`config.mk`:
```
export PLATFORM = sky130hd
export DESIGN_NAME = pmx_port34
export DESIGN_NICKNAME = d
export VERILOG_FILES = /design/src/pmx_port34.v /design/src/pmx_sync.v
export VERILOG_INCLUDE_DIRS = /design/src /design/src/src
export SDC_FILE = /design/constraint.sdc
export NUM_CORES = 1
export LEC_CHECK = 0
export BUFFER_PORTS_ARGS = -buffer_cell sky130_fd_sc_hd__buf_2
export CAP_MARGIN = 25
export CORE_MARGIN = 3
export CORE_UTILIZATION = 40
export DETAILED_ROUTE_END_ITERATION = 7
export GPL_ROUTABILITY_DRIVEN = 0
export HOLD_SLACK_MARGIN = 0.12
export PLACE_DENSITY = 0.66
export SYNTH_ARGS = -nofsm -noshare
export SYNTH_HDL_FRONTEND = slang
export SYNTH_SLANG_ARGS = --single-unit
```
`constraint.sdc`:
```
create_clock -name clock_i -period 1.5 [get_ports clock_i]
set_clock_uncertainty 0.05 [all_clocks]
set_input_delay 0.225 -clock clock_i [delete_from_list [all_inputs] [get_ports clock_i]]
set_output_delay 0.225 -clock clock_i [all_outputs]
set_load 0.01 [all_outputs]
```
`src/pmx_defs.vh`:
```
// Register offsets, field positions and reset values for the port 3/4 pin mux
`ifndef PMX_DEFS_VH
`define PMX_DEFS_VH

// Register offsets on the plain register port
`define PMX_OFS_PIN_MODE_TWO     8'h00
`define PMX_OFS_PORT4_DATA       8'h01
`define PMX_OFS_PORT4_DIRECTION  8'h02
`define PMX_OFS_PORT3_DATA       8'h03
`define PMX_OFS_PORT3_DIRECTION  8'h04
`define PMX_OFS_PORT3_PULLUP     8'h05
`define PMX_OFS_PORT3_FUNC_SEL   8'h06

// pin_mode_two fields
`define PMX_PM2_P35_OD_BIT       5
`define PMX_PM2_WDT_CLK_BIT      2
`define PMX_PM2_RSVD_W0_BIT      1
`define PMX_PM2_EXT_INTERRUPT_ZERO_SEL_BIT         0
`define PMX_PM2_FIXED_ONES       8'hd8

// port3_function_sel fields
`define PMX_P3F_EVT_LOW_BIT      7
`define PMX_P3F_EVT_HIGH_BIT     6
`define PMX_P3F_TOVF_HIGH_BIT    2
`define PMX_P3F_TOVF_LOW_BIT     1
`define PMX_P3F_WR_MASK          8'hc6

// Port 3 pins that exist, and the open-drain pin
`define PMX_P3_PIN_MASK          8'hfe
`define PMX_P3_OD_PIN            5

// Port 3/4 read constants and the port 4 interrupt pin
`define PMX_P4_DATA_FIXED_ONES   8'hf0
`define PMX_P4_DIR_READ          8'hff
`define PMX_P3_DIR_READ          8'hfe
`define PMX_P4_IRQ_PIN           3

// Reset values
`define PMX_RST_BYTE             8'h00
`define PMX_RST_P4_PIN           4'h8
`define PMX_RST_P3_PIN           7'h00

`endif

```
`src/pmx_port34.v`:
```
// Port 3 and port 4 pin multiplexing, direction, pull-up and mode registers
`timescale 1ns/1ps
`include "pmx_defs.vh"

module pmx_port34 #(
  parameter AW = 8
) (
  input  wire          clock_i,
  input  wire          rstn_i,
  // Register port
  input  wire [AW-1:0] reg_addr_i,
  input  wire [7:0]    reg_wdata_i,
  input  wire          reg_wr_i,
  input  wire          reg_rd_i,
  output wire [7:0]    reg_rdata_o,
  // Port 3 pins
  input  wire [7:1]    p3_pin_i,
  output wire [7:1]    p3_out_o,
  output wire [7:1]    p3_oe_o,
  output wire [7:1]    p3_pullup_o,
  // Port 4 pins
  input  wire [3:0]    p4_pin_i,
  output wire [2:0]    p4_out_o,
  output wire [2:0]    p4_oe_o,
  // Serial block takeover of port 4 pins 2..0
  input  wire [2:0]    sci_claim_i,
  input  wire [2:0]    sci_out_i,
  input  wire [2:0]    sci_oe_i,
  // Alternate functions
  input  wire          tmr_ovf_high_i,
  input  wire          tmr_ovf_low_i,
  output wire          evt_low_o,
  output wire          evt_high_o,
  output wire          ext_ext_interrupt_zero_sel_n_o,
  output wire          p43_in_o,
  output wire [2:0]    p4_in_o,
  // Watchdog clock selection
  input  wire          wdt_tick_sys_i,
  input  wire          wdt_tick_sub_i,
  output wire          wdt_clock_sel_o,
  output wire          wdt_tick_o
);

  // Read mux: latched value for outputs, pin level for inputs
  function [7:0] pin_read;
    input [7:0] dir;
    input [7:0] latch;
    input [7:0] pin;
    begin
      pin_read = (dir & latch) | (~dir & pin);
    end
  endfunction

  // Address compare, kept in one place for writes and reads
  function hit;
    input [AW-1:0] addr;
    input [7:0]    ofs;
    begin
      hit = (addr == ofs[AW-1:0]);
    end
  endfunction

  // Mode bits that software can see; bit 1 is never stored, so it reads 0
  localparam [7:0] MODE_RD_MASK = (8'h01 << `PMX_PM2_P35_OD_BIT) |
                                  (8'h01 << `PMX_PM2_WDT_CLK_BIT) |
                                  (8'h01 << `PMX_PM2_EXT_INTERRUPT_ZERO_SEL_BIT);

  // Control registers
  reg [7:0] pin_mode_two_ff;
  reg [7:0] port3_data_ff;
  reg [7:0] port3_direction_ff;
  reg [7:0] port3_pullup_enable_ff;
  reg [7:0] port3_function_sel_ff;
  reg [2:0] port4_data_ff;
  reg [2:0] port4_direction_ff;
  reg [7:0] rdata_ff;

  // Registered pin drive
  reg [7:1] p3_out_ff;
  reg [7:1] p3_oe_ff;
  reg [7:1] p3_pullup_ff;
  reg [2:0] p4_out_ff;
  reg [2:0] p4_oe_ff;
  reg       evt_low_ff;
  reg       evt_high_ff;
  reg       ext_interrupt_zero_sel_n_ff;

  reg [7:1] nxt_p3_out;
  reg [7:1] nxt_p3_oe;
  reg [7:1] nxt_p3_pullup;
  reg [2:0] nxt_p4_out;
  reg [2:0] nxt_p4_oe;
  reg [7:0] nxt_rdata;

  // Synchronised pin levels; nothing reads the raw pins directly
  wire [7:1] p3_pin_s;
  wire [3:0] p4_pin_s;

  // Pins come from outside the clock domain
  pmx_sync #(
    .W       (7),
    .RST_VAL (`PMX_RST_P3_PIN)
  ) u_sync_p3 (
    .clock_i (clock_i),
    .rstn_i  (rstn_i),
    .async_i (p3_pin_i),
    .sync_o  (p3_pin_s)
  );

  // Pin 4.3 starts high so the data read shows one after reset
  pmx_sync #(
    .W       (4),
    .RST_VAL (`PMX_RST_P4_PIN)
  ) u_sync_p4 (
    .clock_i (clock_i),
    .rstn_i  (rstn_i),
    .async_i (p4_pin_i),
    .sync_o  (p4_pin_s)
  );

  // Decoded mode fields
  wire mode_od   = pin_mode_two_ff[`PMX_PM2_P35_OD_BIT];
  wire mode_wdt  = pin_mode_two_ff[`PMX_PM2_WDT_CLK_BIT];
  wire mode_ext_interrupt_zero_sel = pin_mode_two_ff[`PMX_PM2_EXT_INTERRUPT_ZERO_SEL_BIT];


  // Byte views for the shared read mux; absent bits are zero
  wire [7:0] p3_pin_byte = {p3_pin_s, 1'b0};
  wire [7:0] p4_dir_byte = {5'h00, port4_direction_ff};
  wire [7:0] p4_lat_byte = {5'h00, port4_data_ff};
  wire [7:0] p4_pin_byte = {4'h0, p4_pin_s};

  // Software writes; reserved bits are never stored
  always @(posedge clock_i) begin
    if (!rstn_i) begin
      pin_mode_two_ff        <= `PMX_RST_BYTE;
      port3_data_ff          <= `PMX_RST_BYTE;
      port3_direction_ff     <= `PMX_RST_BYTE;
      port3_pullup_enable_ff <= `PMX_RST_BYTE;
      port3_function_sel_ff  <= `PMX_RST_BYTE;
      port4_data_ff          <= 3'h0;
      port4_direction_ff     <= 3'h0;
    end else if (reg_wr_i) begin
      if (hit(reg_addr_i, `PMX_OFS_PIN_MODE_TWO)) begin
        // Bit 1 is kept as written zero by software, so it is not stored
        pin_mode_two_ff[`PMX_PM2_P35_OD_BIT]  <= reg_wdata_i[`PMX_PM2_P35_OD_BIT];
        pin_mode_two_ff[`PMX_PM2_WDT_CLK_BIT] <= reg_wdata_i[`PMX_PM2_WDT_CLK_BIT];
        pin_mode_two_ff[`PMX_PM2_EXT_INTERRUPT_ZERO_SEL_BIT]    <= reg_wdata_i[`PMX_PM2_EXT_INTERRUPT_ZERO_SEL_BIT];
      end
      if (hit(reg_addr_i, `PMX_OFS_PORT3_DATA)) begin
        port3_data_ff <= reg_wdata_i & `PMX_P3_PIN_MASK;
      end
      if (hit(reg_addr_i, `PMX_OFS_PORT3_DIRECTION)) begin
        port3_direction_ff <= reg_wdata_i & `PMX_P3_PIN_MASK;
      end
      if (hit(reg_addr_i, `PMX_OFS_PORT3_PULLUP)) begin
        port3_pullup_enable_ff <= reg_wdata_i & `PMX_P3_PIN_MASK;
      end
      if (hit(reg_addr_i, `PMX_OFS_PORT3_FUNC_SEL)) begin
        port3_function_sel_ff <= reg_wdata_i & `PMX_P3F_WR_MASK;
      end
      if (hit(reg_addr_i, `PMX_OFS_PORT4_DATA)) begin
        // Bit 3 is read-only, so only the three latch bits are stored
        port4_data_ff <= reg_wdata_i[2:0];
      end
      if (hit(reg_addr_i, `PMX_OFS_PORT4_DIRECTION)) begin
        port4_direction_ff <= reg_wdata_i[2:0];
      end
    end
  end

  // Read data; unmapped offsets read zero
  always @* begin
    nxt_rdata = 8'h00;
    if (reg_rd_i) begin
      if (hit(reg_addr_i, `PMX_OFS_PIN_MODE_TWO)) begin
        nxt_rdata = `PMX_PM2_FIXED_ONES | (pin_mode_two_ff & MODE_RD_MASK);
      end else if (hit(reg_addr_i, `PMX_OFS_PORT4_DATA)) begin
        // Bit 3 has no direction bit, so it always shows the pin
        nxt_rdata = `PMX_P4_DATA_FIXED_ONES |
                    pin_read(p4_dir_byte, p4_lat_byte, p4_pin_byte);
      end else if (hit(reg_addr_i, `PMX_OFS_PORT4_DIRECTION)) begin
        nxt_rdata = `PMX_P4_DIR_READ;
      end else if (hit(reg_addr_i, `PMX_OFS_PORT3_DATA)) begin
        nxt_rdata = pin_read(port3_direction_ff, port3_data_ff, p3_pin_byte);
      end else if (hit(reg_addr_i, `PMX_OFS_PORT3_DIRECTION)) begin
        // Write-only like port 4 direction; software keeps its own copy
        nxt_rdata = `PMX_P3_DIR_READ;
      end else if (hit(reg_addr_i, `PMX_OFS_PORT3_PULLUP)) begin
        nxt_rdata = port3_pullup_enable_ff;
      end else if (hit(reg_addr_i, `PMX_OFS_PORT3_FUNC_SEL)) begin
        nxt_rdata = port3_function_sel_ff;
      end
    end
  end

  // Port 3 pin drive
  always @* begin
    nxt_p3_out    = port3_data_ff[7:1];
    nxt_p3_oe     = port3_direction_ff[7:1];
    // Pull-up follows direction and enable only; a timer pin may still ask for it
    nxt_p3_pullup = ~port3_direction_ff[7:1] & port3_pullup_enable_ff[7:1];
    // Event inputs override direction for drive only: never driven; pull-up still follows direction and enable
    if (port3_function_sel_ff[`PMX_P3F_EVT_LOW_BIT]) begin
      nxt_p3_oe[7] = 1'b0;
    end
    if (port3_function_sel_ff[`PMX_P3F_EVT_HIGH_BIT]) begin
      nxt_p3_oe[6] = 1'b0;
    end
    // Timer overflow outputs ignore the direction bit
    if (port3_function_sel_ff[`PMX_P3F_TOVF_HIGH_BIT]) begin
      nxt_p3_out[2] = tmr_ovf_high_i;
      nxt_p3_oe[2]  = 1'b1;
    end
    if (port3_function_sel_ff[`PMX_P3F_TOVF_LOW_BIT]) begin
      nxt_p3_out[1] = tmr_ovf_low_i;
      nxt_p3_oe[1]  = 1'b1;
    end
    // Open drain: PMOS off, so the pin is only ever pulled low
    if (mode_od) begin
      nxt_p3_out[`PMX_P3_OD_PIN] = 1'b0;
      nxt_p3_oe[`PMX_P3_OD_PIN]  = port3_direction_ff[`PMX_P3_OD_PIN] &
                                   ~port3_data_ff[`PMX_P3_OD_PIN];
    end
  end


  // Port 4 pin drive; serial block wins when it claims a pin
  // Claimed pins ignore the direction and data latches entirely
  always @* begin
    nxt_p4_out = (sci_claim_i & sci_out_i) | (~sci_claim_i & port4_data_ff);
    nxt_p4_oe  = (sci_claim_i & sci_oe_i) | (~sci_claim_i & port4_direction_ff);
  end


  // Outputs registered so pins never see decode glitches
  // Costs one cycle of latency on every pin drive, event and interrupt output
  always @(posedge clock_i) begin
    if (!rstn_i) begin
      rdata_ff     <= 8'h00;
      p3_out_ff    <= 7'h00;
      p3_oe_ff     <= 7'h00;
      p3_pullup_ff <= 7'h00;
      p4_out_ff    <= 3'h0;
      p4_oe_ff     <= 3'h0;
      evt_low_ff   <= 1'b0;
      evt_high_ff  <= 1'b0;
      ext_interrupt_zero_sel_n_ff    <= 1'b1;
    end else begin
      rdata_ff     <= nxt_rdata;
      p3_out_ff    <= nxt_p3_out;
      p3_oe_ff     <= nxt_p3_oe;
      p3_pullup_ff <= nxt_p3_pullup;
      p4_out_ff    <= nxt_p4_out;
      p4_oe_ff     <= nxt_p4_oe;
      evt_low_ff   <= port3_function_sel_ff[`PMX_P3F_EVT_LOW_BIT] & p3_pin_s[7];
      evt_high_ff  <= port3_function_sel_ff[`PMX_P3F_EVT_HIGH_BIT] & p3_pin_s[6];
      // Idle high when not selected, so no false interrupt
      ext_interrupt_zero_sel_n_ff    <= mode_ext_interrupt_zero_sel ? p4_pin_s[`PMX_P4_IRQ_PIN] : 1'b1;
    end
  end

  assign reg_rdata_o  = rdata_ff;
  assign p3_out_o     = p3_out_ff;
  assign p3_oe_o      = p3_oe_ff;
  assign p3_pullup_o  = p3_pullup_ff;
  assign p4_out_o     = p4_out_ff;
  assign p4_oe_o      = p4_oe_ff;
  assign evt_low_o    = evt_low_ff;
  assign evt_high_o   = evt_high_ff;
  assign ext_ext_interrupt_zero_sel_n_o = ext_interrupt_zero_sel_n_ff;

  // General input levels, synchronised, for other blocks
  assign p43_in_o     = p4_pin_s[`PMX_P4_IRQ_PIN];
  assign p4_in_o      = p4_pin_s[2:0];


  // Watchdog tick selection; both ticks are one-cycle pulses on this clock
  // A select change mid-count may drop or add one tick
  assign wdt_clock_sel_o = mode_wdt;
  assign wdt_tick_o      = mode_wdt ? wdt_tick_sub_i : wdt_tick_sys_i;

endmodule

```
`src/pmx_sync.v`:
```
// Two-flop synchroniser for a bus of independent pin levels
`timescale 1ns/1ps

module pmx_sync #(
  parameter W       = 8,
  parameter RST_VAL = 8'h00
) (
  input  wire         clock_i,
  input  wire         rstn_i,
  input  wire [W-1:0] async_i,
  output wire [W-1:0] sync_o
);

  reg [W-1:0] meta_ff;
  reg [W-1:0] sync_ff;

  // First stage feeds only the second stage
  always @(posedge clock_i) begin
    if (!rstn_i) begin
      meta_ff <= RST_VAL;
      sync_ff <= RST_VAL;
    end else begin
      meta_ff <= async_i;
      sync_ff <= meta_ff;
    end
  end

  assign sync_o = sync_ff;

endmodule

```
==> metrics <==
Reg clk slew, reported paths 0.09 ns; Peak VDD IR 478 uV; WP data arrival 1.17 ns; post-detail-place hpwl 5430 um; Synth Register Bits 94; height of the die 96.9 um; number of global-route vias before repair 2,512; Crit Path Max Fanout 4; Static Leak 1.87 nW; Fin. Hold Viols 0; Vias 2,656; clk_lat worst skew 0.35 ns; final worst setup slack 0.0580 ns; worst hold slack 0.136 ns; RR Endpoint reg_rdata_o[2]; total gr overflow 0; Worst Setup End Kind output pin; CTS H-tree depth 3; CP max-delay cell dfxtp_4; FMAX 693 MHz; Die ar. 9390 um^2; Final ANT Viol Nets 0; most common cell after layout, fill and taps aside dfxtp_1; worst-path cell chain mux2_2 > buf_2; number of setup violations in the final report 0; FP Rows 32; RSZ-0062 raised after global routing false; crit-path leading delay family flip-flops; crit path time final 1.44 ns; total wire length 7520 um; Placeable Area 7890 um^2; worst hold-check path type primary input to flop; slowest stage delay, CP 0.37 ns; cell count after synthesis 330; Synthesized Nets 374; worst r2r src port3_direction_ff[2]; TNS Setup 0 ns; root buf cell clkbuf_8; clk buf depth 2; count of final max-slew check failures 0; drt drc 0; FF-to-FF path depth 4; IO buf count 87; Initial Utilization 0.419; synthesized cell area 3310 um^2; Finished Cell Area 4370 um^2; worst setup path startpoint pin_mode_two_ff[2]; Tcrit/Tclk final 0.961; CTS tree yes; clock sink total 94; first drt pass iteration count 4; Total Routing Usage GR 0.165; share of cells above drive strength 1 0.274; pwr dens 1030 nW/um^2; worst slack, placed -0.127 ns; Ports 88; WHS Endpoint p3_out_o[2]; r2r setup slk 0.19 ns; Avg WL per Cell 13.5 um; syn avg cell area 10.0 um^2; TritonCTS Buffers 9; die width 96.9 um; Post-synth ARST share 0; vias per cell 4.76; largest net degree at the start of global routing 30; Main synth FF type dfxtp_1; critical path required time 1.22 ns; most frequent cells in the layout 93 x dfxtp_1, 87 x buf_2, 33 x o21ai_0; max-cap violations 0; DP Area 3930 um^2; Hold Crit Depth 3; Net count, final 495; kind of critical path flop to output pin; total chip power 4.48 mW; hold_sp tmr_ovf_high_i; first-pass GRT wire length 12,400 um; Ant. Diodes 0; Tightest Pin Transition 0.318 ns; Post-synth EDFFs 0; Synth warnings 0; Rel. slew slack 0.785; crit start category flop; WP buf/inv 1; initial antenna violation count 0; FILL cells 700; DR iter-0 viols 151; Seq/Total Area, Yosys 0.569; Area Overhead vs Synth 32.1%; Distinct cells, synth 34; status completed
how the worst max path moves through the flow:
stage                                  endpoint  depth (start not counted)  slack (ns)
after global routing                 wdt_tick_o                          2      0.0008
after detailed placement         reg_rdata_o[5]                          5       -0.13
after floorplan           port3_direction_ff[7]                          5        0.07
after CTS                            wdt_tick_o                          2        0.02
after global placement           reg_rdata_o[5]                          5       -0.08
final                                wdt_tick_o                          2        0.06
layout make-up:
| cell class | instances | area (um^2) | area share |
|---|---|---|---|
| Inverter | 5 | 18.8 | 0.00430 |
| Multi-Input combinational cell | 215 | 1350 | 0.308 |
| Sequential cell | 94 | 1890 | 0.432 |
| Tap cell | 102 | 128 | 0.0292 |
| Clock buffer | 11 | 131 | 0.0301 |
| Clock inverter | 5 | 58.8 | 0.0135 |
| Timing Repair Buffer | 126 | 801 | 0.183 |
flip-flops by register name, summed over array words and instances, names as in the netlist, 7 cells and up:
signal / flops
port3_pullup_enable_ff: 7
u_sync_p3.meta_ff: 7
port3_direction_ff: 7
p3_pullup_o: 7
u_sync_p3.sync_o: 7
reg_rdata_o: 8
port3_data_ff: 7
p3_out_o: 7
p3_oe_o: 7
per-stage QoR:
step / instances / utilization
floorplan: 330 / -
global placement: 517 / 0.498
detailed placement: 517 / 0.498
CTS: 557 / 0.553
global route: 558 / 0.554
finish: 558 / 0.554
where the power goes:
| part | internal, mW | switching [mW] | total [mW] |
|---|---|---|---|
| clock | 0.776 | 0.842 | 1.62 |
| sequential | 2.53 | 0.0115 | 2.54 |
| combinational | 0.166 | 0.162 | 0.328 |
cell usage after synthesis (2+ instances only):
library cell,count,area (um^2)
dfxtp_1,94,1880
o21ai_0,33,165
nand2_1,30,113
and2_1,28,175
mux2i_1,27,270
nand3_1,21,105
nor2_1,17,63.8
clkbuf_1,15,56.3
nor2b_1,11,68.8
and3_1,5,31.3
inv_1,5,18.8
a211oi_1,4,30.0
nand2b_1,4,25.0
nand4_1,4,25.0
a21oi_1,3,15.0
a221oi_1,3,26.3
mux2_2,3,33.8
nand3b_1,3,22.5
a22oi_1,2,15.0
nor3_1,2,10.0
o21a_1,2,15.0
o22ai_1,2,12.5
worst register-to-register path: stages, from the launching register on:
cell	delay (ns)
dfxtp_1	0.40
mux2i_1	0.09
o21ai_0	0.27
a22oi_1	0.12
a221oi_1	0.28
cells by family after synthesis:
family,Yosys count,share of synthesized area
simple gates,134,0.224
flops,94,0.569
compound gates,51,0.0912
mux,30,0.0920
buf+inv,21,0.0238
layer usage:
metal,vias to the layer above,global-route usage,share of wire
li1,1379,-,-
met1,1196,0.220,0.45
met2,73,0.261,0.48
met3,8,0.0339,0.053
met4,0,0.0648,0.013
met5,-,0,0
what timing repair did:
action,4_1_cts,5_1_grt
resized for setup,1,1
gates cloned,0,0
hold buffers,24,0
hold endpoints to repair,21,0
setup endpoints to repair,1,1
buffers inserted,0,1
Note: power is estimated with default switching activity, not from simulation.
